**src/pkg/expo_regs_pkg.sv**
```systemverilog
// constants for the test-pattern and exposure-loop register bank
package expo_regs_pkg;
	localparam int ADDR_W = 9;
	localparam int DATA_W = 16;
	localparam int PIX_W = 10;
	localparam int LANES = 4;
	localparam int WEIGHT_FRAC = 7;
	localparam int EMA_SHIFT = 4;
	localparam int SUBSAMPLE = 4;
	// register addresses
	localparam logic [8:0] ADDR_PATTERN_CTRL = 9'h090;
	localparam logic [8:0] ADDR_PATTERN_LOWER_A = 9'h092;
	localparam logic [8:0] ADDR_PATTERN_LOWER_B = 9'h093;
	localparam logic [8:0] ADDR_TEST_SPARE_B = 9'h095;
	localparam logic [8:0] ADDR_PATTERN_UPPER = 9'h096;
	localparam logic [8:0] ADDR_TEST_SPARE_C = 9'h09a;
	localparam logic [8:0] ADDR_TEST_SPARE_D = 9'h09b;
	localparam logic [8:0] ADDR_LOOP_CTRL = 9'h0a0;
	localparam logic [8:0] ADDR_TARGET_LEVEL = 9'h0a1;
	localparam logic [8:0] ADDR_WEIGHT_RED = 9'h0a2;
	localparam logic [8:0] ADDR_WEIGHT_GREEN_A = 9'h0a3;
	localparam logic [8:0] ADDR_WEIGHT_GREEN_B = 9'h0a4;
	localparam logic [8:0] ADDR_WEIGHT_BLUE = 9'h0a5;
	// reset values
	localparam logic [15:0] RST_PATTERN_CTRL = 16'h0000;
	localparam logic [15:0] RST_PATTERN_LOWER_A = 16'h0100;
	localparam logic [15:0] RST_PATTERN_LOWER_B = 16'h0302;
	localparam logic [15:0] RST_TEST_SPARE_B = 16'h0706;
	localparam logic [15:0] RST_PATTERN_UPPER = 16'h0000;
	localparam logic [15:0] RST_TEST_SPARE_C = 16'h0000;
	localparam logic [15:0] RST_TEST_SPARE_D = 16'h0000;
	localparam logic [15:0] RST_LOOP_CTRL = 16'h0010;
	localparam logic [15:0] RST_TARGET_LEVEL = 16'h60b8;
	localparam logic [15:0] RST_WEIGHT = 16'h0080;
	// field positions
	localparam int BIT_INSERT_EN = 0;
	localparam int BIT_LOOP_EN = 0;
	localparam int BIT_RESTART = 1;
	localparam int BIT_FREEZE = 2;
	localparam int BIT_SUBSAMPLE = 3;
	localparam int BIT_AMP_PRI = 4;
	localparam int LOOP_CTRL_W = 5;
	localparam int TARGET_LSB = 0;
	localparam int CLIP_LSB = 10;
	localparam int CLIP_W = 4;
	localparam int UPPER_W = 2;
	localparam int LOWER_W = 8;
	localparam int WEIGHT_W = 10;
	localparam int GAIN_W = 2;
	localparam logic [1:0] GAIN_MAX = 2'h3;
	localparam logic [1:0] GAIN_MIN = 2'h0;
endpackage

```
**src/design/expo_regs.sv**
```systemverilog
// register bank with test-pattern insertion and exposure statistics loop
`timescale 1ns/1ps
module expo_regs
	import expo_regs_pkg::*;
(
	input wire logic sys_clk_in, // 40 MHz system clock
	input wire logic rst_n_in, // synchronous reset, active low
	input wire logic [8:0] reg_addr_in, // register address from control port
	input wire logic reg_wr_in, // write strobe
	input wire logic [15:0] reg_wdata_in, // write data
	output logic [15:0] reg_rdata_out, // read data, registered
	input wire logic [39:0] pix_data_in, // four lanes of 10-bit pixels, lane 0 low
	input wire logic pix_valid_in, // pixel beat valid
	input wire logic frame_end_in, // end of frame pulse
	output logic [39:0] pix_data_out, // lanes after pattern insertion
	output logic pix_valid_out, // output beat valid
	output logic [12:0] filt_level_out, // filtered weighted average
	output logic [3:0] clip_threshold_out, // 4-bit clip threshold field
	output logic [1:0] gain_stage1_out, // applied stage 1 gain
	output logic [1:0] gain_stage2_out // applied stage 2 gain
);
	logic [15:0] pat_ctrl_q, pat_ctrl_d, lower_a_q, lower_a_d, lower_b_q, lower_b_d;
	logic [15:0] spare_b_q, spare_b_d, spare_c_q, spare_c_d, spare_d_q, spare_d_d;
	logic [15:0] upper_q, upper_d, target_q, target_d;
	logic [4:0] loop_ctrl_q, loop_ctrl_d;
	logic [9:0] weight_q [LANES], weight_d [LANES];
	logic [15:0] rdata_d;
	logic restart_pulse;
	logic [8:0] addr_w [LANES];

	assign addr_w[0] = ADDR_WEIGHT_RED;
	assign addr_w[1] = ADDR_WEIGHT_GREEN_A;
	assign addr_w[2] = ADDR_WEIGHT_GREEN_B;
	assign addr_w[3] = ADDR_WEIGHT_BLUE;

	// register writes
	always_comb begin
		pat_ctrl_d = pat_ctrl_q;
		lower_a_d = lower_a_q;
		lower_b_d = lower_b_q;
		spare_b_d = spare_b_q;
		spare_c_d = spare_c_q;
		spare_d_d = spare_d_q;
		upper_d = upper_q;
		target_d = target_q;
		loop_ctrl_d = loop_ctrl_q;
		restart_pulse = 1'b0;
		for (int i = 0; i < LANES; i++) begin
			weight_d[i] = weight_q[i];
			if (reg_wr_in && reg_addr_in == addr_w[i]) begin
				weight_d[i] = reg_wdata_in[WEIGHT_W-1:0];
			end
		end
		if (reg_wr_in) begin
			unique case (reg_addr_in)
				ADDR_PATTERN_CTRL: pat_ctrl_d = reg_wdata_in;
				ADDR_PATTERN_LOWER_A: lower_a_d = reg_wdata_in;
				ADDR_PATTERN_LOWER_B: lower_b_d = reg_wdata_in;
				ADDR_TEST_SPARE_B: spare_b_d = reg_wdata_in;
				ADDR_PATTERN_UPPER: upper_d = reg_wdata_in;
				ADDR_TEST_SPARE_C: spare_c_d = reg_wdata_in;
				ADDR_TEST_SPARE_D: spare_d_d = reg_wdata_in;
				ADDR_LOOP_CTRL: begin
					// restart bit is a write-one pulse
					loop_ctrl_d = reg_wdata_in[LOOP_CTRL_W-1:0] & ~(5'h01 << BIT_RESTART);
					restart_pulse = reg_wdata_in[BIT_RESTART];
				end
				ADDR_TARGET_LEVEL: target_d = {2'h0, reg_wdata_in[13:0]};
				default: ;
			endcase
		end
	end

	// register reads
	always_comb begin
		rdata_d = 16'h0000;
		for (int i = 0; i < LANES; i++) begin
			if (reg_addr_in == addr_w[i]) begin
				rdata_d = {6'h00, weight_q[i]};
			end
		end
		unique case (reg_addr_in)
			ADDR_PATTERN_CTRL: rdata_d = pat_ctrl_q;
			ADDR_PATTERN_LOWER_A: rdata_d = lower_a_q;
			ADDR_PATTERN_LOWER_B: rdata_d = lower_b_q;
			ADDR_TEST_SPARE_B: rdata_d = spare_b_q;
			ADDR_PATTERN_UPPER: rdata_d = upper_q;
			ADDR_TEST_SPARE_C: rdata_d = spare_c_q;
			ADDR_TEST_SPARE_D: rdata_d = spare_d_q;
			ADDR_LOOP_CTRL: rdata_d = {11'h000, loop_ctrl_q};
			ADDR_TARGET_LEVEL: rdata_d = target_q;
			default: ;
		endcase
	end

	always_ff @(posedge sys_clk_in) begin
		if (!rst_n_in) begin
			pat_ctrl_q <= RST_PATTERN_CTRL;
			lower_a_q <= RST_PATTERN_LOWER_A;
			lower_b_q <= RST_PATTERN_LOWER_B;
			spare_b_q <= RST_TEST_SPARE_B;
			spare_c_q <= RST_TEST_SPARE_C;
			spare_d_q <= RST_TEST_SPARE_D;
			upper_q <= RST_PATTERN_UPPER;
			target_q <= RST_TARGET_LEVEL;
			loop_ctrl_q <= RST_LOOP_CTRL[LOOP_CTRL_W-1:0];
			for (int i = 0; i < LANES; i++) begin
				weight_q[i] <= RST_WEIGHT[WEIGHT_W-1:0];
			end
			reg_rdata_out <= 16'h0000;
		end else begin
			pat_ctrl_q <= pat_ctrl_d;
			lower_a_q <= lower_a_d;
			lower_b_q <= lower_b_d;
			spare_b_q <= spare_b_d;
			spare_c_q <= spare_c_d;
			spare_d_q <= spare_d_d;
			upper_q <= upper_d;
			target_q <= target_d;
			loop_ctrl_q <= loop_ctrl_d;
			weight_q <= weight_d;
			reg_rdata_out <= rdata_d;
		end
	end

	// datapath and statistics per lane
	logic [39:0] pix_d;
	logic [12:0] scaled [LANES];
	logic [31:0] lower_all;
	logic [1:0] sub_cnt_q, sub_cnt_d;
	logic sample_en;

	assign lower_all = {lower_b_q, lower_a_q};
	assign sample_en = pix_valid_in && (!loop_ctrl_q[BIT_SUBSAMPLE] || sub_cnt_q == 2'h0);

	for (genvar g = 0; g < LANES; g++) begin : g_lane
		logic [19:0] prod;
		logic [9:0] pattern;
		assign pattern = {upper_q[UPPER_W*g +: UPPER_W], lower_all[LOWER_W*g +: LOWER_W]};
		assign pix_d[PIX_W*g +: PIX_W] = pat_ctrl_q[BIT_INSERT_EN] ? pattern : pix_data_in[PIX_W*g +: PIX_W];
		assign prod = pix_data_in[PIX_W*g +: PIX_W] * weight_q[g];
		assign scaled[g] = prod[19:WEIGHT_FRAC];
	end

	// exposure filter and gain distribution
	logic [12:0] avg_q, avg_d;
	logic [14:0] beat_sum;
	logic signed [14:0] diff;
	logic [1:0] g1_d, g2_d;
	logic loop_run;

	assign beat_sum = 15'(scaled[0]) + 15'(scaled[1]) + 15'(scaled[2]) + 15'(scaled[3]);
	assign diff = $signed({2'b00, beat_sum[14:2]}) - $signed({2'b00, avg_q});
	// freeze stops filter and gain updates
	assign loop_run = loop_ctrl_q[BIT_LOOP_EN] && !loop_ctrl_q[BIT_FREEZE];

	always_comb begin
		avg_d = avg_q;
		g1_d = gain_stage1_out;
		g2_d = gain_stage2_out;
		sub_cnt_d = pix_valid_in ? sub_cnt_q + 2'h1 : sub_cnt_q;
		if (restart_pulse) begin
			avg_d = 13'h0000;
		end else if (loop_run && sample_en) begin
			avg_d = 13'($signed({2'b00, avg_q}) + (diff >>> EMA_SHIFT));
		end
		if (loop_run && frame_end_in) begin
			// priority of stage 1 against stage 2
			if (avg_q < {3'h0, target_q[9:0]}) begin
				if (loop_ctrl_q[BIT_AMP_PRI] ? g1_d != GAIN_MAX : g2_d == GAIN_MAX) begin
					g1_d = (g1_d != GAIN_MAX) ? g1_d + 2'h1 : g1_d;
				end else if (g2_d != GAIN_MAX) begin
					g2_d = g2_d + 2'h1;
				end
			end else if (avg_q > {3'h0, target_q[9:0]}) begin
				// stage 2 never steps below its floor
				if (loop_ctrl_q[BIT_AMP_PRI] ? g2_d != GAIN_MIN : (g1_d == GAIN_MIN && g2_d != GAIN_MIN)) begin
					g2_d = g2_d - 2'h1;
				end else if (g1_d != GAIN_MIN) begin
					g1_d = g1_d - 2'h1;
				end
			end
		end
	end

	always_ff @(posedge sys_clk_in) begin
		if (!rst_n_in) begin
			avg_q <= 13'h0000;
			sub_cnt_q <= 2'h0;
			gain_stage1_out <= GAIN_MIN;
			gain_stage2_out <= GAIN_MIN;
			pix_data_out <= 40'h00_0000_0000;
			pix_valid_out <= 1'b0;
		end else begin
			avg_q <= avg_d;
			sub_cnt_q <= sub_cnt_d;
			gain_stage1_out <= g1_d;
			gain_stage2_out <= g2_d;
			pix_data_out <= pix_d;
			pix_valid_out <= pix_valid_in;
		end
	end

	assign filt_level_out = avg_q;
	assign clip_threshold_out = target_q[CLIP_LSB +: CLIP_W];
endmodule

```
**config.mk**
```make
export PLATFORM = sky130hd
export DESIGN_NAME = expo_regs
export DESIGN_NICKNAME = d
export VERILOG_FILES = /design/src/pkg/expo_regs_pkg.sv /design/src/design/expo_regs.sv
export SDC_FILE = /design/constraint.sdc
export NUM_CORES = 1
export LEC_CHECK = 0
export BUFFER_PORTS_ARGS = -buffer_cell sky130_fd_sc_hd__clkbuf_2
export CORE_MARGIN = 1
export CORE_UTILIZATION = 59
export CTS_CLUSTER_DIAMETER = 80
export DETAILED_ROUTE_END_ITERATION = 6
export HOLD_SLACK_MARGIN = 0.12
export PLACE_DENSITY = 0.78
export SLEW_MARGIN = 20
export SYNTH_ARGS = -nofsm -noshare
export SYNTH_HDL_FRONTEND = slang
export SYNTH_SLANG_ARGS = --single-unit
export TNS_END_PERCENT = 30
```
**constraint.sdc**
```tcl
create_clock -name sys_clk_in -period 17.02 [get_ports sys_clk_in]
set_clock_uncertainty 0.05 [all_clocks]
set_input_delay 1.702 -clock sys_clk_in [delete_from_list [all_inputs] [get_ports sys_clk_in]]
set_output_delay 1.702 -clock sys_clk_in [all_outputs]
set_load 0.01 [all_outputs]
```
==> Word level (Yosys, flattened, before mapping) <==
Index checks and enable logic that the tools add are counted.
{ "totals": {"register_bits": 247, "latchBits": 0, "ramBits": 0, "rom_bits": 0, "in_bits": 70, "memories": 0} }
{ "classes": {"n_addsub": 10, "mul": 4, "n_div": 0, "order_cmp": 2, "eq_ne": 21, "n_shift": 0, "muxes": 24, "n_bitwise": 1, "reduce_logical": 31} }
{ "op_table": {"columns": ["op", "n"], "rows": [
  ["$pmux 16 s9", 1],
  ["$eq 9x8->1 const B", 13],
  ["$mul 10x10->20", 4],
  ["$mux 10", 5],
  ["$mux 16", 3],
  ["$mux 2", 11],
  ["$reduce_and 2->1", 9],
  ["$add 14x13->15", 1],
  ["$add 15x13->15", 1],
  ["$add 13x13->14", 1],
  ["$sub 13x13->14", 1],
  ["$add 13x10->13", 1],
  ["$gt 13x10->1", 1],
  ["$lt 13x10->1", 1],
  ["$reduce_bool 2->1", 5],
  ["$logic_and 1x1->1", 9],
  ["$ne 2x2->1 const B", 4],
  ["$add 2x1->2 const B", 3],
  ["$ne 2x1->1 const B", 3],
  ["$reduce_and 6->1", 1],
  ["$reduce_and 5->1", 1],
  ["$logic_not 2->1", 2],
  ["$mux 1", 4],
  ["$sub 2x1->2 const B", 2],
  ["5 further kinds", 6]
]} }

==> Logic depth before layout (Yosys ltp) <==
{ "logic_depth": {"ltp_word": 6, "depth_mapped": 45} }

==> Worst setup path after synthesis <==
Ideal clock, no wire load.
{ "synth_timing": {"path_kind": "input port to flip-flop", "start": "in pix_data_in[27]", "end": "reg avg_q[12] (netlist: filt_level_out[12])", "arrival_ns": 10.975, "path_slack_ns": 5.926, "path_stages": 43, "cell_sequence": "clkbuf_1 -> nand2_1 -> fa_1 -> inv_1 -> fa_1 -> inv_1 -> fa_1 -> inv_1 -> fa_1 -> fa_1 -> ha_1 -> o21a_1 -> o21ai_0 -> a21boi_0 -> a21o_1 -> a21o_1 -> a21oi_1 -> xnor2_1 -> (+7 left out) -> o21ai_0 -> a31oi_1 -> nor2b_1 -> xnor2_1 -> ha_1 -> a21oi_1 -> nor2b_1 -> o31ai_1 -> nor2b_1 -> xnor2_1 -> ha_1 -> and2_1 -> o21ai_0 -> o31ai_1 -> o41ai_1 -> xor2_1 -> or3_1 -> a21oi_1"} }
{ "synth_via": {"elab_chain_len": 5} }
{ "synth_rtl": {"columns": ["item", "line_no", "rtl"], "rows": [
  ["start, declared", "expo_regs.sv:12", "input wire logic [39:0] pix_data_in,"],
  ["$mul 10x10->20", "expo_regs.sv:141", "assign prod = pix_data_in[PIX_W*g +: PIX_W] * weight_q[g];"],
  ["$add 14x13->15", "expo_regs.sv:152", "assign beat_sum = 15'(scaled[0]) + 15'(scaled[1]) + 15'(scaled[2]) + 15'(scaled[3]);"],
  ["$add 15x13->15", "expo_regs.sv:152", null],
  ["$sub 13x13->14", "expo_regs.sv:153", "assign diff = $signed({2'b00, beat_sum[14:2]}) - $signed({2'b00, avg_q});"],
  ["$add 13x10->13", "expo_regs.sv:165", "avg_d = 13'($signed({2'b00, avg_q}) + (diff >>> EMA_SHIFT));"],
  ["end signal, assigned", "expo_regs.sv:195", "avg_q <= avg_d;"],
  ["end, declared", "expo_regs.sv:146", "logic [12:0] avg_q, avg_d;"]
]} }
No other way between the ends.
A chain may end at the register's enable or synchronous reset.

==> Worst setup path in the final report <==
Ends and elaborated chain as after synthesis.

==> flow_summary.toml <==
[critical_path]
cp.arrival_ps = 12210
critPathTopFamily = "adder cells"
cp_common_cell = "fa_1"
cp_max_fo = 11
crit_path_end_kind = "flop"
cp_slowest_stage_delay_ps = 850
crit_path_start_kind = "primary input"
crit_buf_inv = 6
worstPathRequired_ps = 17510
crit_slowest_cell = "o311ai_0"
crit_type = "primary input to flop"

[logic_synthesis]
syn_area_um2 = 24800
netlist_instances = 2950
synth_area_per_cell_um2 = 8.39
synth_edf_count = 0
yosys.cell_types.count = 71
synth_area_leader_cell = "fa_1"
seq_area_frac_synth_pct = 20.0
synth_fp_nets = 3551
yosysWarnings = 0
synth.top_cell.area_share_pct = 21.9
synthArstFlopShare_pct = 0
synth_top_flop_cell = "dfxtp_1"
ys_seq_elements = 247
synthTopCellsByArea = "fa_1, dfxtp_1, ha_1, nand2_1, and2_1"

[clock_network]
root_buffer = "clkbuf_16"
holdBufCountCts = 0
clk_pin_slew_ps = 60
cts.sinks = 247
clock_path_buffers = 3
cts_setup_buffers = 0
cts-resized-gates = 0
clk_latency_ps = 610
cts_tree = "yes"
cts_made_buffers = 31
cts.htree.levels = 1

[power_and_ir_drop]
p_per_area_nw_per_um2 = 67.0
ir_drop_v = 0.0000839
fin_total_pwr_mw = 1.78
p_leak_nw = 12.9

[routing]
totalWireLength_um = 73300
vias_per_cell = 6.05
routedWlPerCell_um = 20.9
drc = 8
vias = 21300
drt-pass1-iter-count = 7
drt_iter0_markers = 1998
drtAntennaViolNets = 0

[grt]
grt.met1_usage_pct = 45.1
grt_max_degree = 127
grt_util_met2_pct = 55.7
grt_pass1_vias = 21200
grt_pass1_wl_um = 114000
top_usage_layer = "met2"
antenna_found_initial = 2
grt_overflow = 0
met3_usage_pct = 6.66
grt_use_total_pct = 34.6

[sta]
fmax_ghz = 0.0853
worst_pin_slew_ps = 1080
fin_setup_tns_ps = 0
rsz0062_at_grt = "false"
fin_crit_sh_pct = 68.9
slew_violations = 0
maxSlewHeadroom_pct = 27.5
final_hold_viol_count = 0
setup_violations = 0
fin_crit_ps = 11730

[placement]
io_buffer_count = 147
post-dp-hpwl_um = 55900
gp_congestion = 0.975
place_area_um2 = 25500

[worst_hold_path]
hold_class = "flop to flop"

[finish]
n_antenna_cell = 0
final_common_cell = "nand2_1"
fin_area_um2 = 26600
final_cell_mix = "nand2_1, inv_1, fa_1"
fin_nets = 3558
fin_util_pct = 64.6
area_delta_synth_final_pct = 7.29
drive_gt1_share_pct = 7.88

[floorplan]
die_x_um = 207
boundaryPins = 148
die_y_um = 207
initial_core_util_pct = 60.2
num_rows = 74
core_um2 = 41100
fp.dieArea_um2 = 42800

[status]
violations = "DRC"
outcome = "finished with violations"

[flow_run]
cap_viol_max_count = 0
where the power goes:
| part | switching, mW | total, mW | leakage [nW] | internal [mW] |
|---|---|---|---|---|
| logic | 0.315 | 0.513 | 10.4 | 0.198 |
| clock network | 0.292 | 0.680 | 0.533 | 0.388 |
| registers | 0.00232 | 0.586 | 2.00 | 0.584 |
area by class of cell:
type	instances	area [um2]
inverter	334	1260
clock buffer	40	880
multi-input combinational	2188	17800
tap	532	666
fill	3367	14600
timing repair buffer	155	796
clock inverter	18	179
sequential	247	4950
flip-flops by register name (all words and copies together) (netlist names):
signal	count
pix_valid_out	1
spare_b_q	16
pix_data_out	40
lower_b_q	16
weight_q	40
pat_ctrl_q	16
upper_q	16
spare_c_q	16
loop_ctrl_q	4
reg_rdata_out	16
lower_a_q	16
spare_d_q	16
sub_cnt_q	2
gain_stage2_out	2
gain_stage1_out	2
filt_level_out	13
target_q	15
per-stage QoR:
| stage | instances | hold slack [ps] | worst slack, ps |
|---|---|---|---|
| final | 3514 | 408 | 5290 |
| after CTS | 3514 | 405 | 5350 |
| after global routing | 3514 | 419 | 4640 |
| after detailed placement | 3456 | 393 | 4810 |
| after global placement | 3456 | 380 | 5080 |
| after floorplan | 2950 | 372 | 5930 |
kinds of logic after synthesis:
| kind of cell | after synthesis | share of synthesized area (%) |
|---|---|---|
| compound gates | 452 | 11.4 |
| xor+xnor | 82 | 2.90 |
| fa+ha+maj | 531 | 35.1 |
| buf+inv | 515 | 8.03 |
| flops | 247 | 20.0 |
| mux | 83 | 3.42 |
| simple gates | 1040 | 19.3 |
per-layer routing:
metal	vias to the layer above	wire (um)
li1	9522	-
met1	10400	28800
met2	1134	33800
met3	213	7390
met4	2	3350
met5	-	13
worst paths after layout:
check,start,end,slack [ps],cells past startpoint
setup reg to reg,weight_q[12],filt_level_out[12],5890,41
setup / recovery,pix_data_in[27],filt_level_out[12],5290,42
hold reg to reg,spare_d_q[9],spare_d_q[9],410,2
hold / removal,spare_d_q[9],spare_d_q[9],410,2
cell usage after synthesis (all sizes together), types with 3 or more instances:
master,instances
nand2,550
inv,334
fa,271
ha,260
dfxtp,247
a21oi,219
and2,213
clkbuf,148
nor2,140
mux2i,80
o21ai,57
xnor2,53
nand3,34
buf,33
a21o,32
xor2,29
a22oi,23
o21a,19
and3,17
nor3,17
nand2b,14
nor2b,14
o22ai,12
a221oi,11
a22o,10
or3,10
a31oi,9
nand4,9
o211ai,8
a2111oi,6
and4,6
a222oi,5
o21bai,5
o31ai,5
a21boi,4
a221o,4
nand3b,4
a211oi,3
a31o,3
nor3b,3
o221ai,3
o41ai,3
or2,3
worst register-to-register path, delay by kind of cell, from the launching register on:
family	cells	cell delay (ps)
AOI/OAI and AO/OA	18	3720
buffers and inverters	5	270
adders and majority gates	11	4980
xor gates and xnor gates	3	420
and+or+nand+nor	4	870
DFF	1	770
No activity file was read; power rests on OpenSTA's default activity.
